[config.mk]
export PLATFORM = sky130hd
export DESIGN_NAME = ccsr_core
export DESIGN_NICKNAME = d
export VERILOG_FILES = /design/src/hdl/ccsr_parity.v /design/src/hdl/ccsr_arith.v /design/src/hdl/ccsr_core.v
export VERILOG_INCLUDE_DIRS = /design/src /design/src/pkg
export SDC_FILE = /design/constraint.sdc
export NUM_CORES = 1
export LEC_CHECK = 0
export ABC_AREA = 1
export BUFFER_PORTS_ARGS = -buffer_cell sky130_fd_sc_hd__buf_2
export CELL_PAD_IN_SITES_DETAIL_PLACEMENT = 1
export CELL_PAD_IN_SITES_GLOBAL_PLACEMENT = 2
export CORE_MARGIN = 2
export CORE_UTILIZATION = 32
export DETAILED_ROUTE_END_ITERATION = 6
export HOLD_SLACK_MARGIN = 0.06
export PLACE_DENSITY = 0.93
export SYNTH_ARGS = -nofsm -noshare
export SYNTH_HDL_FRONTEND = slang
export SYNTH_SLANG_ARGS = --single-unit
[constraint.sdc]
create_clock -name clk -period 11 [get_ports clk]
set_input_delay 2.2 -clock clk [delete_from_list [all_inputs] [get_ports clk]]
set_output_delay 2.2 -clock clk [all_outputs]
set_load 0.005 [all_outputs]
[src/pkg/ccsr_map.vh]
// Purpose: Offsets, field positions, reset values and op codes of the core special registers
// Assumes: Included by the core register block and its arithmetic helper
// Notes: Offsets are direct addresses in the special-function space
`ifndef CCSR_MAP_VH
`define CCSR_MAP_VH

// Register offsets
`define CCSR_OFS_STACK_TOP 8'h81
`define CCSR_OFS_PTR_LOW 8'h82
`define CCSR_OFS_PTR_HIGH 8'h83
`define CCSR_OFS_STATUS 8'hd0
`define CCSR_OFS_MAIN_OPND 8'he0
`define CCSR_OFS_SECOND_OPND 8'hf0

// Reset values
`define CCSR_RST_STACK_TOP 8'h07
`define CCSR_RST_PTR_LOW 8'h00
`define CCSR_RST_PTR_HIGH 8'h00
`define CCSR_RST_STATUS 8'h00
`define CCSR_RST_MAIN_OPND 8'h00
`define CCSR_RST_SECOND_OPND 8'h00

// Status word field positions
`define CCSR_BIT_CARRY 7
`define CCSR_BIT_HALF_CARRY 6
`define CCSR_BIT_USER_ZERO 5
`define CCSR_BIT_BANK_HI 4
`define CCSR_BIT_BANK_LO 3
`define CCSR_BIT_ARITH_ERR 2
`define CCSR_BIT_USER_ONE 1
`define CCSR_BIT_PARITY 0

// Arithmetic operation codes
`define CCSR_OP_NONE 3'h0
`define CCSR_OP_ADD 3'h1
`define CCSR_OP_ADDC 3'h2
`define CCSR_OP_SUBB 3'h3
`define CCSR_OP_MUL 3'h4
`define CCSR_OP_DIV 3'h5

`endif

[src/hdl/ccsr_parity.v]
// Purpose: Odd-parity of one byte
// Assumes: Combinational, same clock domain as the caller
// Notes: One xor stage per bit, built as a chain
`timescale 1ns/1ps
module ccsr_parity #(
  parameter WIDTH = 8
) (
  input wire [WIDTH-1:0] data,
  output wire odd
);
  wire [WIDTH:0] chain;

  // Running xor; the last tap is one when the count of ones is odd
  assign chain[0] = 1'b0;
  genvar i;
  generate
    for (i = 0; i < WIDTH; i = i + 1) begin : g_bit
      assign chain[i+1] = chain[i] ^ data[i];
    end
  endgenerate
  assign odd = chain[WIDTH];
endmodule

[src/hdl/ccsr_arith.v]
// Purpose: Results and flags of add, add-with-carry, subtract-with-borrow, multiply, divide
// Assumes: Combinational; the caller latches the outputs on its start strobe
// Notes: On divide by zero the operands come back unchanged
`timescale 1ns/1ps
`include "ccsr_map.vh"
module ccsr_arith (
  input wire [2:0] op,
  input wire [7:0] acc,
  input wire [7:0] opnd_b,
  input wire [7:0] src,
  input wire carry_in,
  output reg [7:0] res_acc,
  output reg [7:0] res_b,
  output reg carry,
  output reg half_carry,
  output reg arith_err
);
  wire cin = (op == `CCSR_OP_ADDC) ? carry_in : 1'b0;
  wire [8:0] sum = {1'b0, acc} + {1'b0, src} + {8'h00, cin};
  wire [4:0] nib_sum = {1'b0, acc[3:0]} + {1'b0, src[3:0]} + {4'h0, cin};
  wire [8:0] diff = {1'b0, acc} - {1'b0, src} - {8'h00, carry_in};
  wire [4:0] nib_sub = {1'b0, src[3:0]} + {4'h0, carry_in};
  wire [15:0] prod = acc * opnd_b;
  wire div_zero = (opnd_b == 8'h00);

  // Flags not named by an operation fall back to zero
  always @* begin
    res_acc = acc;
    res_b = opnd_b;
    carry = 1'b0;
    half_carry = 1'b0;
    arith_err = 1'b0;
    case (op)
      `CCSR_OP_ADD, `CCSR_OP_ADDC: begin
        res_acc = sum[7:0];
        carry = sum[8];
        half_carry = nib_sum[4];
        arith_err = (acc[7] == src[7]) && (sum[7] != acc[7]);
      end
      `CCSR_OP_SUBB: begin
        res_acc = diff[7:0];
        carry = diff[8];
        half_carry = ({1'b0, acc[3:0]} < nib_sub);
        arith_err = (acc[7] != src[7]) && (diff[7] != acc[7]);
      end
      `CCSR_OP_MUL: begin
        res_acc = prod[7:0];
        res_b = prod[15:8];
        arith_err = (prod[15:8] != 8'h00);
      end
      `CCSR_OP_DIV: begin
        if (!div_zero) begin
          res_acc = acc / opnd_b;
          res_b = acc % opnd_b;
        end
        arith_err = div_zero;
      end
      default: begin
        res_acc = acc;
      end
    endcase
  end
endmodule

[src/hdl/ccsr_core.v]
// Purpose: Core special registers of an 8-bit CPU: data pointer, stack top, operands, status
// Assumes: Execution logic on clk drives the direct-access, bit, arithmetic and stack strobes
// Notes: Within one cycle a direct write beats a bit write, which beats arithmetic results
//        Spare arithmetic codes 0, 6 and 7 leave operands and flags untouched
//        The stack memory sits outside; only its addresses, write data and strobes come from here
`timescale 1ns/1ps
`include "ccsr_map.vh"
module ccsr_core (
  input wire clk,
  input wire sys_rst,
  // Direct byte access
  input wire [7:0] sfr_addr,
  input wire sfr_wr_en,
  input wire [7:0] sfr_wr_data,
  input wire sfr_rd_en,
  output reg [7:0] sfr_rd_data,
  output reg sfr_rd_hit,
  // Direct bit access
  input wire [7:0] bit_addr,
  input wire bit_wr_en,
  input wire bit_wr_val,
  input wire bit_rd_en,
  output reg bit_rd_val,
  output reg bit_rd_hit,
  // Arithmetic
  input wire alu_start,
  input wire [2:0] alu_op,
  input wire [7:0] alu_src,
  // Stack
  input wire push_en,
  input wire [7:0] push_data,
  input wire pop_en,
  output reg stack_wr_en,
  output reg [7:0] stack_wr_addr,
  output reg [7:0] stack_wr_data,
  output reg [7:0] stack_rd_addr,
  // Data pointer
  input wire ptr_inc,
  // State seen by the rest of the core
  output reg [7:0] pointer_low_byte,
  output reg [7:0] pointer_high_byte,
  output reg [7:0] stack_top_pointer,
  output reg [7:0] main_operand_register,
  output reg [7:0] second_operand_register,
  output reg [7:0] program_status_word,
  output reg [4:0] bank_base
);

  // Writable status bits live in flags; parity sits in a flop of its own
  reg carry_flag;
  reg half_carry_flag;
  reg user_flag_zero;
  reg [1:0] bank_select;
  reg arith_error_flag;
  reg user_flag_one;
  reg parity_flag;

  // Next values
  reg [7:0] next_low;
  reg [7:0] next_high;
  reg [7:0] next_sp;
  reg [7:0] next_acc;
  reg [7:0] next_b;
  reg [7:0] next_psw;
  reg [7:0] next_rd_data;
  reg next_rd_hit;
  reg next_bit_val;
  reg next_bit_hit;

  // Status word as software sees it
  wire [7:0] psw_now = {carry_flag, half_carry_flag, user_flag_zero, bank_select,
                        arith_error_flag, user_flag_one, parity_flag};

  // Sixteen-bit data pointer and its increment
  wire [15:0] data_pointer = {pointer_high_byte, pointer_low_byte};
  wire [15:0] pointer_plus = data_pointer + 16'h0001;

  // Bit access decode: upper five address bits name the byte
  wire [7:0] bit_byte = {bit_addr[7:3], 3'h0};
  wire [2:0] bit_pos = bit_addr[2:0];

  // Arithmetic results from the helper
  wire [7:0] ar_acc;
  wire [7:0] ar_b;
  wire ar_carry;
  wire ar_half;
  wire ar_err;

  // Only the five defined operations may touch results; a spare code would
  // otherwise clear carry, half carry and error through the helper's defaults
  reg op_known;
  always @* begin
    op_known = 1'b0;
    case (alu_op)
      `CCSR_OP_ADD: op_known = 1'b1;
      `CCSR_OP_ADDC: op_known = 1'b1;
      `CCSR_OP_SUBB: op_known = 1'b1;
      `CCSR_OP_MUL: op_known = 1'b1;
      `CCSR_OP_DIV: op_known = 1'b1;
      default: op_known = 1'b0;
    endcase
  end
  wire arith_go = alu_start && op_known;
  wire mul_div = (alu_op == `CCSR_OP_MUL) || (alu_op == `CCSR_OP_DIV);

  ccsr_arith u_arith (
    .op(alu_op),
    .acc(main_operand_register),
    .opnd_b(second_operand_register),
    .src(alu_src),
    .carry_in(carry_flag),
    .res_acc(ar_acc),
    .res_b(ar_b),
    .carry(ar_carry),
    .half_carry(ar_half),
    .arith_err(ar_err)
  );

  // Parity follows the operand value that will be stored next,
  // so the flop matches the operand register in every cycle
  wire next_parity;
  ccsr_parity #(
    .WIDTH(8)
  ) u_parity (
    .data(next_acc),
    .odd(next_parity)
  );

  // Returns a byte with one bit replaced
  function [7:0] ccsr_set_bit;
    input [7:0] value;
    input [2:0] pos;
    input val;
    reg [7:0] mask;
    begin
      mask = 8'h01 << pos;
      ccsr_set_bit = val ? (value | mask) : (value & ~mask);
    end
  endfunction

  // Arithmetic first, then bit writes, then byte writes
  always @* begin
    next_low = pointer_low_byte;
    next_high = pointer_high_byte;
    next_sp = stack_top_pointer;
    next_acc = main_operand_register;
    next_b = second_operand_register;
    next_psw = psw_now;
    // Pointer increment carries across both bytes
    if (ptr_inc) begin
      next_low = pointer_plus[7:0];
      next_high = pointer_plus[15:8];
    end
    // Stack top moves before the stored byte lands
    if (push_en) begin
      next_sp = stack_top_pointer + 8'h01;
    end else if (pop_en) begin
      next_sp = stack_top_pointer - 8'h01;
    end
    // Result flags; user flags and bank select are left alone
    if (arith_go) begin
      next_acc = ar_acc;
      if (mul_div) begin
        next_b = ar_b;
      end
      next_psw[`CCSR_BIT_CARRY] = ar_carry;
      next_psw[`CCSR_BIT_HALF_CARRY] = ar_half;
      next_psw[`CCSR_BIT_ARITH_ERR] = ar_err;
    end
    // Bit writes reach only the bit-addressable bytes
    if (bit_wr_en) begin
      case (bit_byte)
        `CCSR_OFS_MAIN_OPND: begin
          next_acc = ccsr_set_bit(next_acc, bit_pos, bit_wr_val);
        end
        `CCSR_OFS_SECOND_OPND: begin
          next_b = ccsr_set_bit(next_b, bit_pos, bit_wr_val);
        end
        `CCSR_OFS_STATUS: begin
          next_psw = ccsr_set_bit(next_psw, bit_pos, bit_wr_val);
        end
        default: begin
          next_psw = next_psw;
        end
      endcase
    end
    // Byte writes; unmapped offsets are dropped
    if (sfr_wr_en) begin
      case (sfr_addr)
        `CCSR_OFS_STACK_TOP: begin
          next_sp = sfr_wr_data;
        end
        `CCSR_OFS_PTR_LOW: begin
          next_low = sfr_wr_data;
        end
        `CCSR_OFS_PTR_HIGH: begin
          next_high = sfr_wr_data;
        end
        `CCSR_OFS_STATUS: begin
          // Bit 0 is carried along here but dropped at the flops
          next_psw = sfr_wr_data;
        end
        `CCSR_OFS_MAIN_OPND: begin
          next_acc = sfr_wr_data;
        end
        `CCSR_OFS_SECOND_OPND: begin
          next_b = sfr_wr_data;
        end
        default: next_psw = next_psw;
      endcase
    end
  end

  // Byte read mux; parity is shown live, unmapped reads give zero
  always @* begin
    next_rd_data = 8'h00;
    next_rd_hit = 1'b0;
    if (sfr_rd_en) begin
      next_rd_hit = 1'b1;
      case (sfr_addr)
        `CCSR_OFS_STACK_TOP: next_rd_data = stack_top_pointer;
        `CCSR_OFS_PTR_LOW: next_rd_data = pointer_low_byte;
        `CCSR_OFS_PTR_HIGH: next_rd_data = pointer_high_byte;
        `CCSR_OFS_STATUS: next_rd_data = psw_now;
        `CCSR_OFS_MAIN_OPND: next_rd_data = main_operand_register;
        `CCSR_OFS_SECOND_OPND: next_rd_data = second_operand_register;
        default: next_rd_hit = 1'b0;
      endcase
    end
  end

  // Bit read mux over the three bit-addressable bytes
  always @* begin
    next_bit_val = 1'b0;
    next_bit_hit = 1'b0;
    if (bit_rd_en) begin
      next_bit_hit = 1'b1;
      case (bit_byte)
        `CCSR_OFS_MAIN_OPND: next_bit_val = main_operand_register[bit_pos];
        `CCSR_OFS_SECOND_OPND: next_bit_val = second_operand_register[bit_pos];
        `CCSR_OFS_STATUS: next_bit_val = psw_now[bit_pos];
        default: next_bit_hit = 1'b0;
      endcase
    end
  end

  // Register state
  always @(posedge clk) begin
    if (sys_rst) begin
      pointer_low_byte <= `CCSR_RST_PTR_LOW;
      pointer_high_byte <= `CCSR_RST_PTR_HIGH;
      stack_top_pointer <= `CCSR_RST_STACK_TOP;
      main_operand_register <= `CCSR_RST_MAIN_OPND;
      second_operand_register <= `CCSR_RST_SECOND_OPND;
      carry_flag <= 1'b0;
      half_carry_flag <= 1'b0;
      user_flag_zero <= 1'b0;
      bank_select <= 2'h0;
      arith_error_flag <= 1'b0;
      user_flag_one <= 1'b0;
      parity_flag <= 1'b0;
    end else begin
      pointer_low_byte <= next_low;
      pointer_high_byte <= next_high;
      stack_top_pointer <= next_sp;
      main_operand_register <= next_acc;
      second_operand_register <= next_b;
      carry_flag <= next_psw[`CCSR_BIT_CARRY];
      half_carry_flag <= next_psw[`CCSR_BIT_HALF_CARRY];
      user_flag_zero <= next_psw[`CCSR_BIT_USER_ZERO];
      bank_select <= next_psw[`CCSR_BIT_BANK_HI:`CCSR_BIT_BANK_LO];
      arith_error_flag <= next_psw[`CCSR_BIT_ARITH_ERR];
      user_flag_one <= next_psw[`CCSR_BIT_USER_ONE];
      // Written value for bit 0 is ignored
      parity_flag <= next_parity;
    end
  end

  // Bank base from the bank select about to be stored; each code is eight bytes up
  reg [4:0] next_bank_base;
  always @* begin
    case (next_psw[`CCSR_BIT_BANK_HI:`CCSR_BIT_BANK_LO])
      2'h0: next_bank_base = 5'h00;
      2'h1: next_bank_base = 5'h08;
      2'h2: next_bank_base = 5'h10;
      2'h3: next_bank_base = 5'h18;
      default: next_bank_base = 5'h00;
    endcase
  end

  // Mirrors of the status word and bank base, kept as flops for clean outputs
  always @(posedge clk) begin
    if (sys_rst) begin
      program_status_word <= `CCSR_RST_STATUS;
      bank_base <= 5'h00;
    end else begin
      program_status_word <= {next_psw[7:1], next_parity};
      bank_base <= next_bank_base;
    end
  end

  // Read answers one cycle after the request
  always @(posedge clk) begin
    if (sys_rst) begin
      sfr_rd_data <= 8'h00;
      sfr_rd_hit <= 1'b0;
      bit_rd_val <= 1'b0;
      bit_rd_hit <= 1'b0;
    end else begin
      sfr_rd_data <= next_rd_data;
      sfr_rd_hit <= next_rd_hit;
      bit_rd_val <= next_bit_val;
      bit_rd_hit <= next_bit_hit;
    end
  end

  // Stack memory strobes; the store uses the raised address, one cycle after the push
  // Pop exposes the current top, the caller reads memory there
  always @(posedge clk) begin
    if (sys_rst) begin
      stack_wr_en <= 1'b0;
      stack_wr_addr <= 8'h00;
      stack_wr_data <= 8'h00;
      stack_rd_addr <= 8'h00;
    end else begin
      stack_wr_en <= push_en;
      if (push_en) begin
        stack_wr_addr <= stack_top_pointer + 8'h01;
        stack_wr_data <= push_data;
      end
      if (pop_en && !push_en) begin
        stack_rd_addr <= stack_top_pointer;
      end
    end
  end

endmodule

==> results of run 1 <==
## worst min path at each step
stage	from	endpoint	slack (ps)	cells past startpoint
2_1_floorplan	stack_wr_addr[1]	stack_wr_addr[1]	460	2
3_3_place_gp	stack_wr_addr[1]	stack_wr_addr[1]	450	2
3_5_place_dp	stack_wr_addr[1]	stack_wr_addr[1]	460	2
4_1_cts	stack_wr_addr[4]	stack_wr_addr[4]	470	2
5_1_grt	stack_wr_addr[2]	stack_wr_addr[2]	490	2
6_report	stack_wr_addr[1]	stack_wr_addr[1]	470	2
## cells in the mapped netlist (17+ instances only)
library cell	n
inv_1	272
o22ai_1	29
o211ai_1	18
nor3_1	22
clkbuf_1	28
nand3_1	83
ha_1	108
xor2_1	37
fa_1	41
a21oi_1	104
inv_2	17
o21ai_0	104
nand2_1	364
nand4_1	18
dfxtp_1	85
nor2_1	114
## critical path, delay by kind of cell, from the launching register on
kind | cells | cell delay, ps
compound gates | 12 | 2050
xor+xnor | 2 | 360
fa+ha+maj | 8 | 2450
buf+inv | 12 | 930
flops | 1 | 330
simple gates | 37 | 3930
## area by class of cell
cell class / count / area [µm²]
Clock buffer: 10 / 239
Clock inverter: 6 / 68.8
Fill cell: 4357 / 20500
Inverter: 292 / 1110
Multi-Input combinational cell: 1177 / 7360
Sequential cell: 85 / 1710
Tap cell: 442 / 553
Timing Repair Buffer: 163 / 876
## stage by stage
stage          setup slack (ps)  util [%]  cell area [µm²]
6_report                    808      36.8            11900
4_1_cts                     299      36.5            11800
3_3_place_gp                870      35.6            11500
3_5_place_dp                347      35.6            11500
5_1_grt                   -65.3      36.8            11900
2_1_floorplan              1610         -            10500
## kinds of logic after synthesis
kind of cell | synth area share, %
other | 0.0359
AOI/OAI and AO/OA | 17.4
buffers and inverters | 13.5
adders and majority gates | 20.8
and+or+nand+nor | 28.3
DFF | 16.3
xor gates and xnor gates | 3.69
## routing by layer
metal	up-vias	track usage, %	share of wire [%]
met3	72	3.34	4.5
met5	-	0	0.093
met4	6	8.16	3.3
li1	5432	-	-
met2	300	42.9	49
met1	5431	29.2	43
## registers in the layout, summed over array words and instances, names as in the netlist
signal	cells
second_operand_register	8
main_operand_register	8
bank_select	1
program_status_word	6
stack_top_pointer	8
sfr_rd_hit	1
carry_flag	1
pointer_low_byte	8
bit_rd_val	1
bit_rd_hit	1
stack_rd_addr	8
stack_wr_data	8
stack_wr_en	1
sfr_rd_data	8
stack_wr_addr	8
bank_base	1
pointer_high_byte	8
## timing repair
item / in CTS / in global routing
endpoints found under the setup margin: 0 / 10
resized for setup: 0 / 15
buffers inserted: 0 / 7
==> summary.md, run 1 <==
| Metric | Value |
|---|---|
| Site row count | `66` |
| Beginning of the critical path | `second_operand_register[0]` |
| Global Route Usage Sum | `about a quarter` |
| Worst path max stage delay | `350 ps` |
| Total gr overflow | `0` |
| Clock Skew | `between 6 and 7 ps` |
| Clock slew at reported path FFs | `around 70 ps` |
| Via/cell ratio | `about 5.2` |
| Final setup viols | `0` |
| Vias in the first global route | `~12000` |
| Most frequent cell on the critical path | `nand2_1` |
| Actual slew at the worst max-slew pin | `approximately 1100 ps` |
| Slowest cell on the critical path | `ha_1` |
| Hold Crit Class | `flop to flop` |
| Floorplan die height | `about 180 µm` |
| Hold Violations, Final | `0` |
| Drt first pass iters | `5` |
| CTS buffer count | `9` |
| Crit path to | `program_status_word[0]` |
| 1st-iter DRT viols | `just over 600` |
| Sequential element share of the synthesized area | `between 15 and 20%` |
| Post-layout minimum cycle time | `between 10000 and 15000 ps` |
| Critical Path RT | `11250 ps` |
| Outcome | `finished, final reports clean` |
| Cell count after synthesis | `between 1500 and 2000` |
| Via count | `between 10000 and 15000` |
| Area growth from synthesis to layout | `14.0%` |
| Fin crit share | `about 90%` |
| Initial Util | `between 30% and 40%` |
| Slew margin rel. | `26.6%` |
| Post-Place Cells | `between 2000 and 2500` |
| Slew Limit Fails | `0` |
| CTS tree | `built` |
| Max Cap Viol | `0` |
| Clock sinks | `85` |
| Yosys cell types | `60` |
| Largest net degree at the start of global routing | `41` |
| Post-synth EDFFs | `0` |
| Hpwl dp | `about 33 mm` |
| Global-route wire length before repair | `~64 mm` |
| Most common cell after layout, fill and taps aside | `nand2_1` |
| Most frequent cells in the layout | `nand2_1 (361), inv_1 (271), buf_2 (139), nor2_1 (114), ha_1 (107)` |
| Hold buffer count at cts | `0` |
| Final #Nets | `slightly below 2000` |
| Crit path max fanout | `9` |
| CTS HTree Levels | `3` |
| Worst R2R Start | `second_operand_register[0]` |
| Die width | `185 µm` |
| WL/cell | `18.7 µm` |
| Reg2Reg Setup Slack | `a little over 800 ps` |
| Synth Warn # | `0` |
| # DRC | `0` |
| Post-Syn Area | `between 10000 and 15000 µm²` |
| #FFs+latches synth | `85` |
| Cell Count, Final, Fillers Out | `roughly 2200` |
| Yosys top cell area share | `16.3%` |
| Antenna cells | `0` |
| Synth async-reset ratio | `0%` |
| Fin Setup TNS | `0 ps` |
| CP Launch Type | `flop` |
| Root Driver | `clkbuf_16` |
| Final WL | `roughly 41 mm` |
| Reg-to-reg endpoint | `program_status_word[0]` |
| Clk_lat worst skew | `about 360 ps` |
| Synth area leaders | `dfxtp_1 (16%), nand2_1 (13%), ha_1 (13%), inv_1 (9.8%), fa_1 (7.9%)` |
| Critical Path AT | `around 10000 ps` |
| Mapped Avg Cell Area | `6.50 µm²` |
| Initial antenna violation count | `3` |
| Gpl congestion | `0.941` |
| Critical path class | `flop to flop` |
| Layout cells sized above 1 | `between 10% and 20%` |
| Synth area leader | `dfxtp_1` |
| Die area | `~34000 µm²` |
| Top FF cell, synth | `dfxtp_1` |
| Core Box Area | `32400 µm²` |
| CP endpoint kind | `flop` |
| IO buf count | `around 140` |
| Path depth of the worst reg2reg path | `71` |
| Fin Hold WS | `about 470 ps` |
| Clk buf depth | `2` |
| Max Fclk | `slightly below 100 MHz` |
| ANT nets after route | `0` |
| I/O Pins | `~140` |
Power of run 1 is not shown: default switching activity piles up to over one toggle a cycle in this logic, so the estimate is an artifact.
==> run 2: changes to the inputs <==
--- a/config.mk
+++ b/config.mk
@@ -10,6 +10,7 @@
 export BUFFER_PORTS_ARGS = -buffer_cell sky130_fd_sc_hd__buf_2
 export CELL_PAD_IN_SITES_DETAIL_PLACEMENT = 1
 export CELL_PAD_IN_SITES_GLOBAL_PLACEMENT = 2
+export CORE_ASPECT_RATIO = 0.9
 export CORE_MARGIN = 2
 export CORE_UTILIZATION = 32
 export DETAILED_ROUTE_END_ITERATION = 6
==> run 2 against run 1 <==
Effect of this change: the run now ends with design-rule violations left; count of clock-buffer cells in the layout is 1 lower; maximum frequency is 0.47% higher; global-route usage is 0.11 points higher; sequential share of layout area is 0.067 points lower; critical path type unchanged; critical endpoint unchanged.
==> summary.md, run 2 (synthesis results as in run 1) <==
| Metric | Value |
|---|---|
| Critical path class | `flop to flop (unchanged)` |
| Via count | `11400 (was 11200)` |
| Initial Util | `32.6% (was 32.3%)` |
| CTS HTree Levels | `3 (unchanged)` |
| CP endpoint kind | `flop (unchanged)` |
| Buf/Inv on CP | `15 (was 12)` |
| Cells on Worst Hold Path | `2 (unchanged)` |
| ANT nets after route | `0 (unchanged)` |
| Worst path max stage delay | `340 ps (was 350 ps)` |
| Hpwl dp | `33.3 mm (was 32.9 mm)` |
| Clock slew at reported path FFs | `80 ps (was 70 ps)` |
| Hold Violations, Final | `0 (unchanged)` |
| Via/cell ratio | `5.32 (was 5.17)` |
| # DRC | `4 (was 0)` |
| Core Box Area | `32000 µm² (was 32400 µm²)` |
| Die area | `34100 µm² (about the same)` |
| Area growth from synthesis to layout | `14.3% (was 14.0%)` |
| Hold Crit Class | `flop to flop (unchanged)` |
| Most frequent cell on the critical path | `nand2_1 (unchanged)` |
| Floorplan die height | `175 µm (was 185 µm)` |
| Reg-to-reg endpoint | `program_status_word[0] (unchanged)` |
| Clk_lat worst skew | `360 ps (about the same)` |
| Drt first pass iters | `7 (was 5)` |
| CTS tree | `built (unchanged)` |
| Slew margin rel. | `18.5% (was 26.6%)` |
| Sequential cell area | `1700 µm² (was 1710 µm²)` |
| Violated checks | `design-rule violations` |
| WL/cell | `19.3 µm (was 18.7 µm)` |
| Multi-input logic area | `7410 µm² (was 7360 µm²)` |
| Clock sinks | `85 (unchanged)` |
| Clock Skew | `14.1 ps (was 6.70 ps)` |
| Root Driver | `clkbuf_16 (unchanged)` |
| I/O Pins | `143 (unchanged)` |
| IO buf count | `139 (unchanged)` |
| Post-layout minimum cycle time | `10140 ps (was 10190 ps)` |
| Post-Place Cells | `2127 (was 2152)` |
| Critical Path RT | `11250 ps (about the same)` |
| CP Launch Type | `flop (unchanged)` |
| Most frequent cells in the layout | `nand2_1 (362), inv_1 (271), buf_2 (139), nor2_1 (114), ha_1 (106) (was nand2_1 (361), inv_1 (271), buf_2 (139), nor2_1 (114), ha_1 (107))` |
| Max Cap Viol | `0 (unchanged)` |
| Critical Path AT | `10400 ps (was 10440 ps)` |
| Crit path max fanout | `11 (was 9)` |
| 1st-iter DRT viols | `842 (was 606)` |
| Top Family by Delay on Critical Path | `simple AND/OR/NAND/NOR gates (unchanged)` |
| Global-route wire length before repair | `64.9 mm (was 63.6 mm)` |
| Path depth of the worst reg2reg path | `72 (was 71)` |
| Final #Nets | `1932 (was 1931)` |
| Vias in the first global route | `11700 (was 11800)` |
| Initial antenna violation count | `3 (unchanged)` |
| Global Route Usage Sum | `24.0% (was 23.9%)` |
| Largest net degree at the start of global routing | `37 (was 41)` |
| Final setup viols | `0 (unchanged)` |
| Crit path to | `program_status_word[0] (unchanged)` |
| Site row count | `62 (was 66)` |
| Cell Count, Final, Fillers Out | `2153 (was 2175)` |
| Worst R2R Start | `second_operand_register[3] (was second_operand_register[0])` |
| Reg2Reg Setup Slack | `860 ps (was 810 ps)` |
| Layout cells sized above 1 | `15.5% (was 15.3%)` |
| Actual slew at the worst max-slew pin | `1210 ps (was 1100 ps)` |
| Slew Limit Fails | `0 (unchanged)` |
| Most common cell after layout, fill and taps aside | `nand2_1 (unchanged)` |
| CTS buffer count | `9 (unchanged)` |
| Number of stages on the worst setup path | `72 (was 71)` |
| Clk buf depth | `2 (unchanged)` |
| Slowest cell on the critical path | `ha_1 (unchanged)` |
| Gpl congestion | `0.920 (was 0.941)` |
| Hold buffer count at cts | `0 (unchanged)` |
| Beginning of the critical path | `second_operand_register[3] (was second_operand_register[0])` |
| Fillers | `4240 (was 4357)` |
| Max Fclk | `98.6 MHz (was 98.1 MHz)` |
| Fin Setup TNS | `0 ps (unchanged)` |
| Fin crit share | `92.2% (was 92.7%)` |
| Final WL | `41.5 mm (was 40.6 mm)` |
| Die width | `194 µm (was 185 µm)` |
| Total gr overflow | `0 (unchanged)` |
| Outcome | `finished, violations left (was finished, final reports clean)` |
-- run 2: cell count changes in the layout (fill, tap and decap cells not counted), moves of 2 or more --
cell     change
ha_4         +2
dfxtp_1      +3
diode_2      +3
inv_8        +2
dfxtp_2      -3
-- run 2: through the flow --
stage               hold WS (ps)  area (µm²)  setup slack, ps  util [%]
finish                       468       11900              856      37.3
detailed placement           461       11500              555      35.9
floorplan                    458       10500             1610         -
global route                 496       11900            -11.5      37.3
CTS                          474       11800              503      36.9
global placement             453       11500             1150      35.9
-- run 2: worst min-delay path by stage --
stage                           from               end  slack [ps]
floorplan           stack_wr_addr[1]  stack_wr_addr[1]         460
finish              stack_wr_addr[2]  stack_wr_addr[2]         470
global route        stack_wr_addr[2]  stack_wr_addr[2]         500
detailed placement  stack_wr_addr[3]  stack_wr_addr[3]         460
global placement    stack_wr_addr[1]  stack_wr_addr[1]         450
CTS                 stack_wr_addr[2]  stack_wr_addr[2]         470
-- run 2: worst register-to-register path: cells and delay by family, from the launching register on --
kind	cells	cell delay, ps
compound gates	12	1810
buf+inv	15	1350
simple gates	38	4470
fa+ha+maj	7	2150
flops	1	310
-- run 2: repair_timing --
item                       4_1_cts  5_1_grt
setup endpoints to repair        0       10
gates resized for setup          0       17
buffers inserted                 0        7
-- run 2: final cells by class --
cell class,instances,area share [%]
multi-input cells,1177,62.0
flip-flops and latches,85,14.2
inverters,292,9.30
repair buffers,164,7.40
well taps,416,4.36
clock buffers,9,1.89
clock inverters,7,0.733
diodes,3,0.0629
-- run 2: metal layers --
metal  track usage, %  vias to the layer above  part of all wire, %
met4             5.48                        0                  1.6
li1                 -                     5431                    -
met5                0                        -                    0
met2             39.6                      311                   46
met1             33.6                     5656                   47
met3             2.78                       46                  5.9
Power of run 2 is left out for the same reason.
==> run 3: changes to the inputs <==
--- a/config.mk
+++ b/config.mk
@@ -8,14 +8,16 @@
 export LEC_CHECK = 0
 export ABC_AREA = 1
 export BUFFER_PORTS_ARGS = -buffer_cell sky130_fd_sc_hd__buf_2
+export CAP_MARGIN = 20
 export CELL_PAD_IN_SITES_DETAIL_PLACEMENT = 1
 export CELL_PAD_IN_SITES_GLOBAL_PLACEMENT = 2
-export CORE_ASPECT_RATIO = 0.9
+export CORE_ASPECT_RATIO = 0.8
 export CORE_MARGIN = 2
 export CORE_UTILIZATION = 32
 export DETAILED_ROUTE_END_ITERATION = 6
 export HOLD_SLACK_MARGIN = 0.06
 export PLACE_DENSITY = 0.93
+export SLEW_MARGIN = 20
 export SYNTH_ARGS = -nofsm -noshare
 export SYNTH_HDL_FRONTEND = slang
 export SYNTH_SLANG_ARGS = --single-unit
==> run 3 against run 2 <==
Effect of this change: the flow now finishes without violations; critical path depth decreased by 1; final area increased by 0.42%; sequential share of layout area is 0.060 points lower; via count grew 0.26%; non-clock buffer count stayed put; core utilization fell by 0.19 points; global-route usage grew 0.53 points; critical path type unchanged; critical endpoint is now second_operand_register[4].
==> summary.md, run 3 (synthesis results as in run 1) <==
| Metric | Value |
|---|---|
| Slowest cell on the critical path | `dfxtp_1 (was ha_1)` |
| Max Cap Viol | `0 (unchanged)` |
| Site row count | `59 (was 62)` |
| Final setup viols | `0 (unchanged)` |
| Crit path max fanout | `13 (was 11)` |
| Die area | `34100 µm² (about the same)` |
| Max Fclk | `98.5 MHz (was 98.6 MHz)` |
| Core Box Area | `32300 µm² (was 32000 µm²)` |
| Vias in the first global route | `11700 (about the same)` |
| Via count | `11500 (was 11400)` |
| Clk_lat worst skew | `350 ps (was 360 ps)` |
| Slew Limit Fails | `0 (unchanged)` |
| Area growth from synthesis to layout | `14.8% (was 14.3%)` |
| Die width | `206 µm (was 194 µm)` |
| Global Route Usage Sum | `24.5% (was 24.0%)` |
| Hold Violations, Final | `0 (unchanged)` |
| Path depth of the worst reg2reg path | `71 (was 72)` |
| Post-Place Cells | `2136 (was 2127)` |
| Clock slew at reported path FFs | `70 ps (was 80 ps)` |
| Critical Path AT | `10370 ps (was 10400 ps)` |
| Reg2Reg Setup Slack | `850 ps (was 860 ps)` |
| Clock Skew | `9.95 ps (was 14.1 ps)` |
| # DRC | `0 (was 4)` |
| Fin crit share | `92.3% (was 92.2%)` |
| Initial Util | `32.3% (was 32.6%)` |
| CTS tree | `built (unchanged)` |
| Worst R2R Start | `second_operand_register[0] (was second_operand_register[3])` |
| Hold endpoint | `stack_wr_addr[6] (was stack_wr_addr[2])` |
| I/O Pins | `143 (unchanged)` |
| Drt first pass iters | `5 (was 7)` |
| Total gr overflow | `0 (unchanged)` |
| Global-route wire length before repair | `65.7 mm (was 64.9 mm)` |
| Layout cells sized above 1 | `16.0% (was 15.5%)` |
| Outcome | `finished, final reports clean (was finished, violations left)` |
| Top Family by Delay on Critical Path | `simple AND/OR/NAND/NOR gates (unchanged)` |
| Initial antenna violation count | `1 (was 3)` |
| CTS buffer count | `9 (unchanged)` |
| Floorplan die height | `166 µm (was 175 µm)` |
| Hold path start | `stack_wr_addr[6] (was stack_wr_addr[2])` |
| Via/cell ratio | `5.31 (was 5.32)` |
| Slew margin rel. | `32.1% (was 18.5%)` |
| Final WL | `42.3 mm (was 41.5 mm)` |
| ANT nets after route | `0 (unchanged)` |
| Most common cell after layout, fill and taps aside | `nand2_1 (unchanged)` |
| Most frequent cell on the critical path | `nand2_1 (unchanged)` |
| IO buf count | `139 (unchanged)` |
| WL/cell | `19.6 µm (was 19.3 µm)` |
| Largest net degree at the start of global routing | `41 (was 37)` |
| Hold buffer count at cts | `0 (unchanged)` |
| Post-layout minimum cycle time | `10150 ps (was 10140 ps)` |
| Critical Path RT | `11220 ps (was 11250 ps)` |
| Cell Count, Final, Fillers Out | `2162 (was 2153)` |
| Root Driver | `clkbuf_16 (unchanged)` |
| Most frequent cells in the layout | `nand2_1 (360), inv_1 (268), buf_2 (139), nor2_1 (114), ha_1 (104) (was nand2_1 (362), inv_1 (271), buf_2 (139), nor2_1 (114), ha_1 (106))` |
| Hpwl dp | `33.7 mm (was 33.3 mm)` |
| Buf/Inv on CP | `16 (was 15)` |
| Clock sinks | `85 (unchanged)` |
| Reg-to-reg endpoint | `second_operand_register[4] (was program_status_word[0])` |
| Actual slew at the worst max-slew pin | `1020 ps (was 1210 ps)` |
| Final #Nets | `1932 (unchanged)` |
| 1st-iter DRT viols | `807 (was 842)` |
| Fin Hold WS | `466 ps (was 468 ps)` |
| Worst path max stage delay | `320 ps (was 340 ps)` |
| Cells on Worst Hold Path | `2 (unchanged)` |
| CP Launch Type | `flop (unchanged)` |
| Hold Crit Class | `flop to flop (unchanged)` |
| Gpl congestion | `0.951 (was 0.920)` |
| Clk buf depth | `2 (unchanged)` |
| CP endpoint kind | `flop (unchanged)` |
| CTS HTree Levels | `3 (unchanged)` |
| Critical path class | `flop to flop (unchanged)` |
-- run 3: cell count changes in the layout (fill, tap and decap cells not counted), moves of 3 or more --
| cell | change |
|---|---|
| clkinvlp_4 | +3 |
| inv_1 | -3 |
| o21ai_0 | -7 |
| o21ai_1 | +4 |
-- run 3: per-layer routing --
metal | track usage, % | vias up | wire (µm)
met5 | 0 | - | 0
met4 | 4.25 | 0 | 698
met3 | 3.70 | 57 | 2630
met2 | 38.5 | 332 | 18700
met1 | 35.8 | 5663 | 20300
li1 | - | 5422 | -
-- run 3: stage by stage --
stage / area [µm²] / worst slack [ps] / TNS (ps) / utilization (%)
global route: 12000 / -93.4 / -232 / 37.1
CTS: 11800 / 141 / 0 / 36.5
global placement: 11500 / 857 / 0 / 35.6
detailed placement: 11500 / 195 / 0 / 35.6
floorplan: 10500 / 1610 / 0 / -
finish: 12000 / 852 / 0 / 37.1
-- run 3: layout make-up --
type	instances	area, µm²
sequential	85	1700
inverter	292	1120
clock inverter	6	71.3
tap	427	534
fill	4253	20300
timing repair buffer	164	887
antenna	1	2.50
multi-input combinational	1177	7450
clock buffer	10	229
-- run 3: tightest hold or removal path, stage by stage, from the launching register on --
cell and delay, ps:
dfxtp_1 310, nand2_1 60, a21oi_1 60
-- run 3: how the worst max path moves through the flow --
stage	startpoint	end	slack, ps	depth (start not counted)
floorplan	second_operand_register[0]	program_status_word[0]	1610	70
global placement	second_operand_register[0]	program_status_word[0]	860	71
detailed placement	second_operand_register[0]	program_status_word[0]	190	72
CTS	second_operand_register[0]	program_status_word[0]	140	72
global route	second_operand_register[0]	program_status_word[0]	-90	71
finish	second_operand_register[0]	second_operand_register[4]	850	71
-- run 3: timing repair --
action                                  4_1_cts  5_1_grt
hold endpoints to repair                      0        0
resized for setup                             0       38
endpoints found under the setup margin        0       10
buffers inserted                              0        9
Power of run 3 is left out for the same reason.
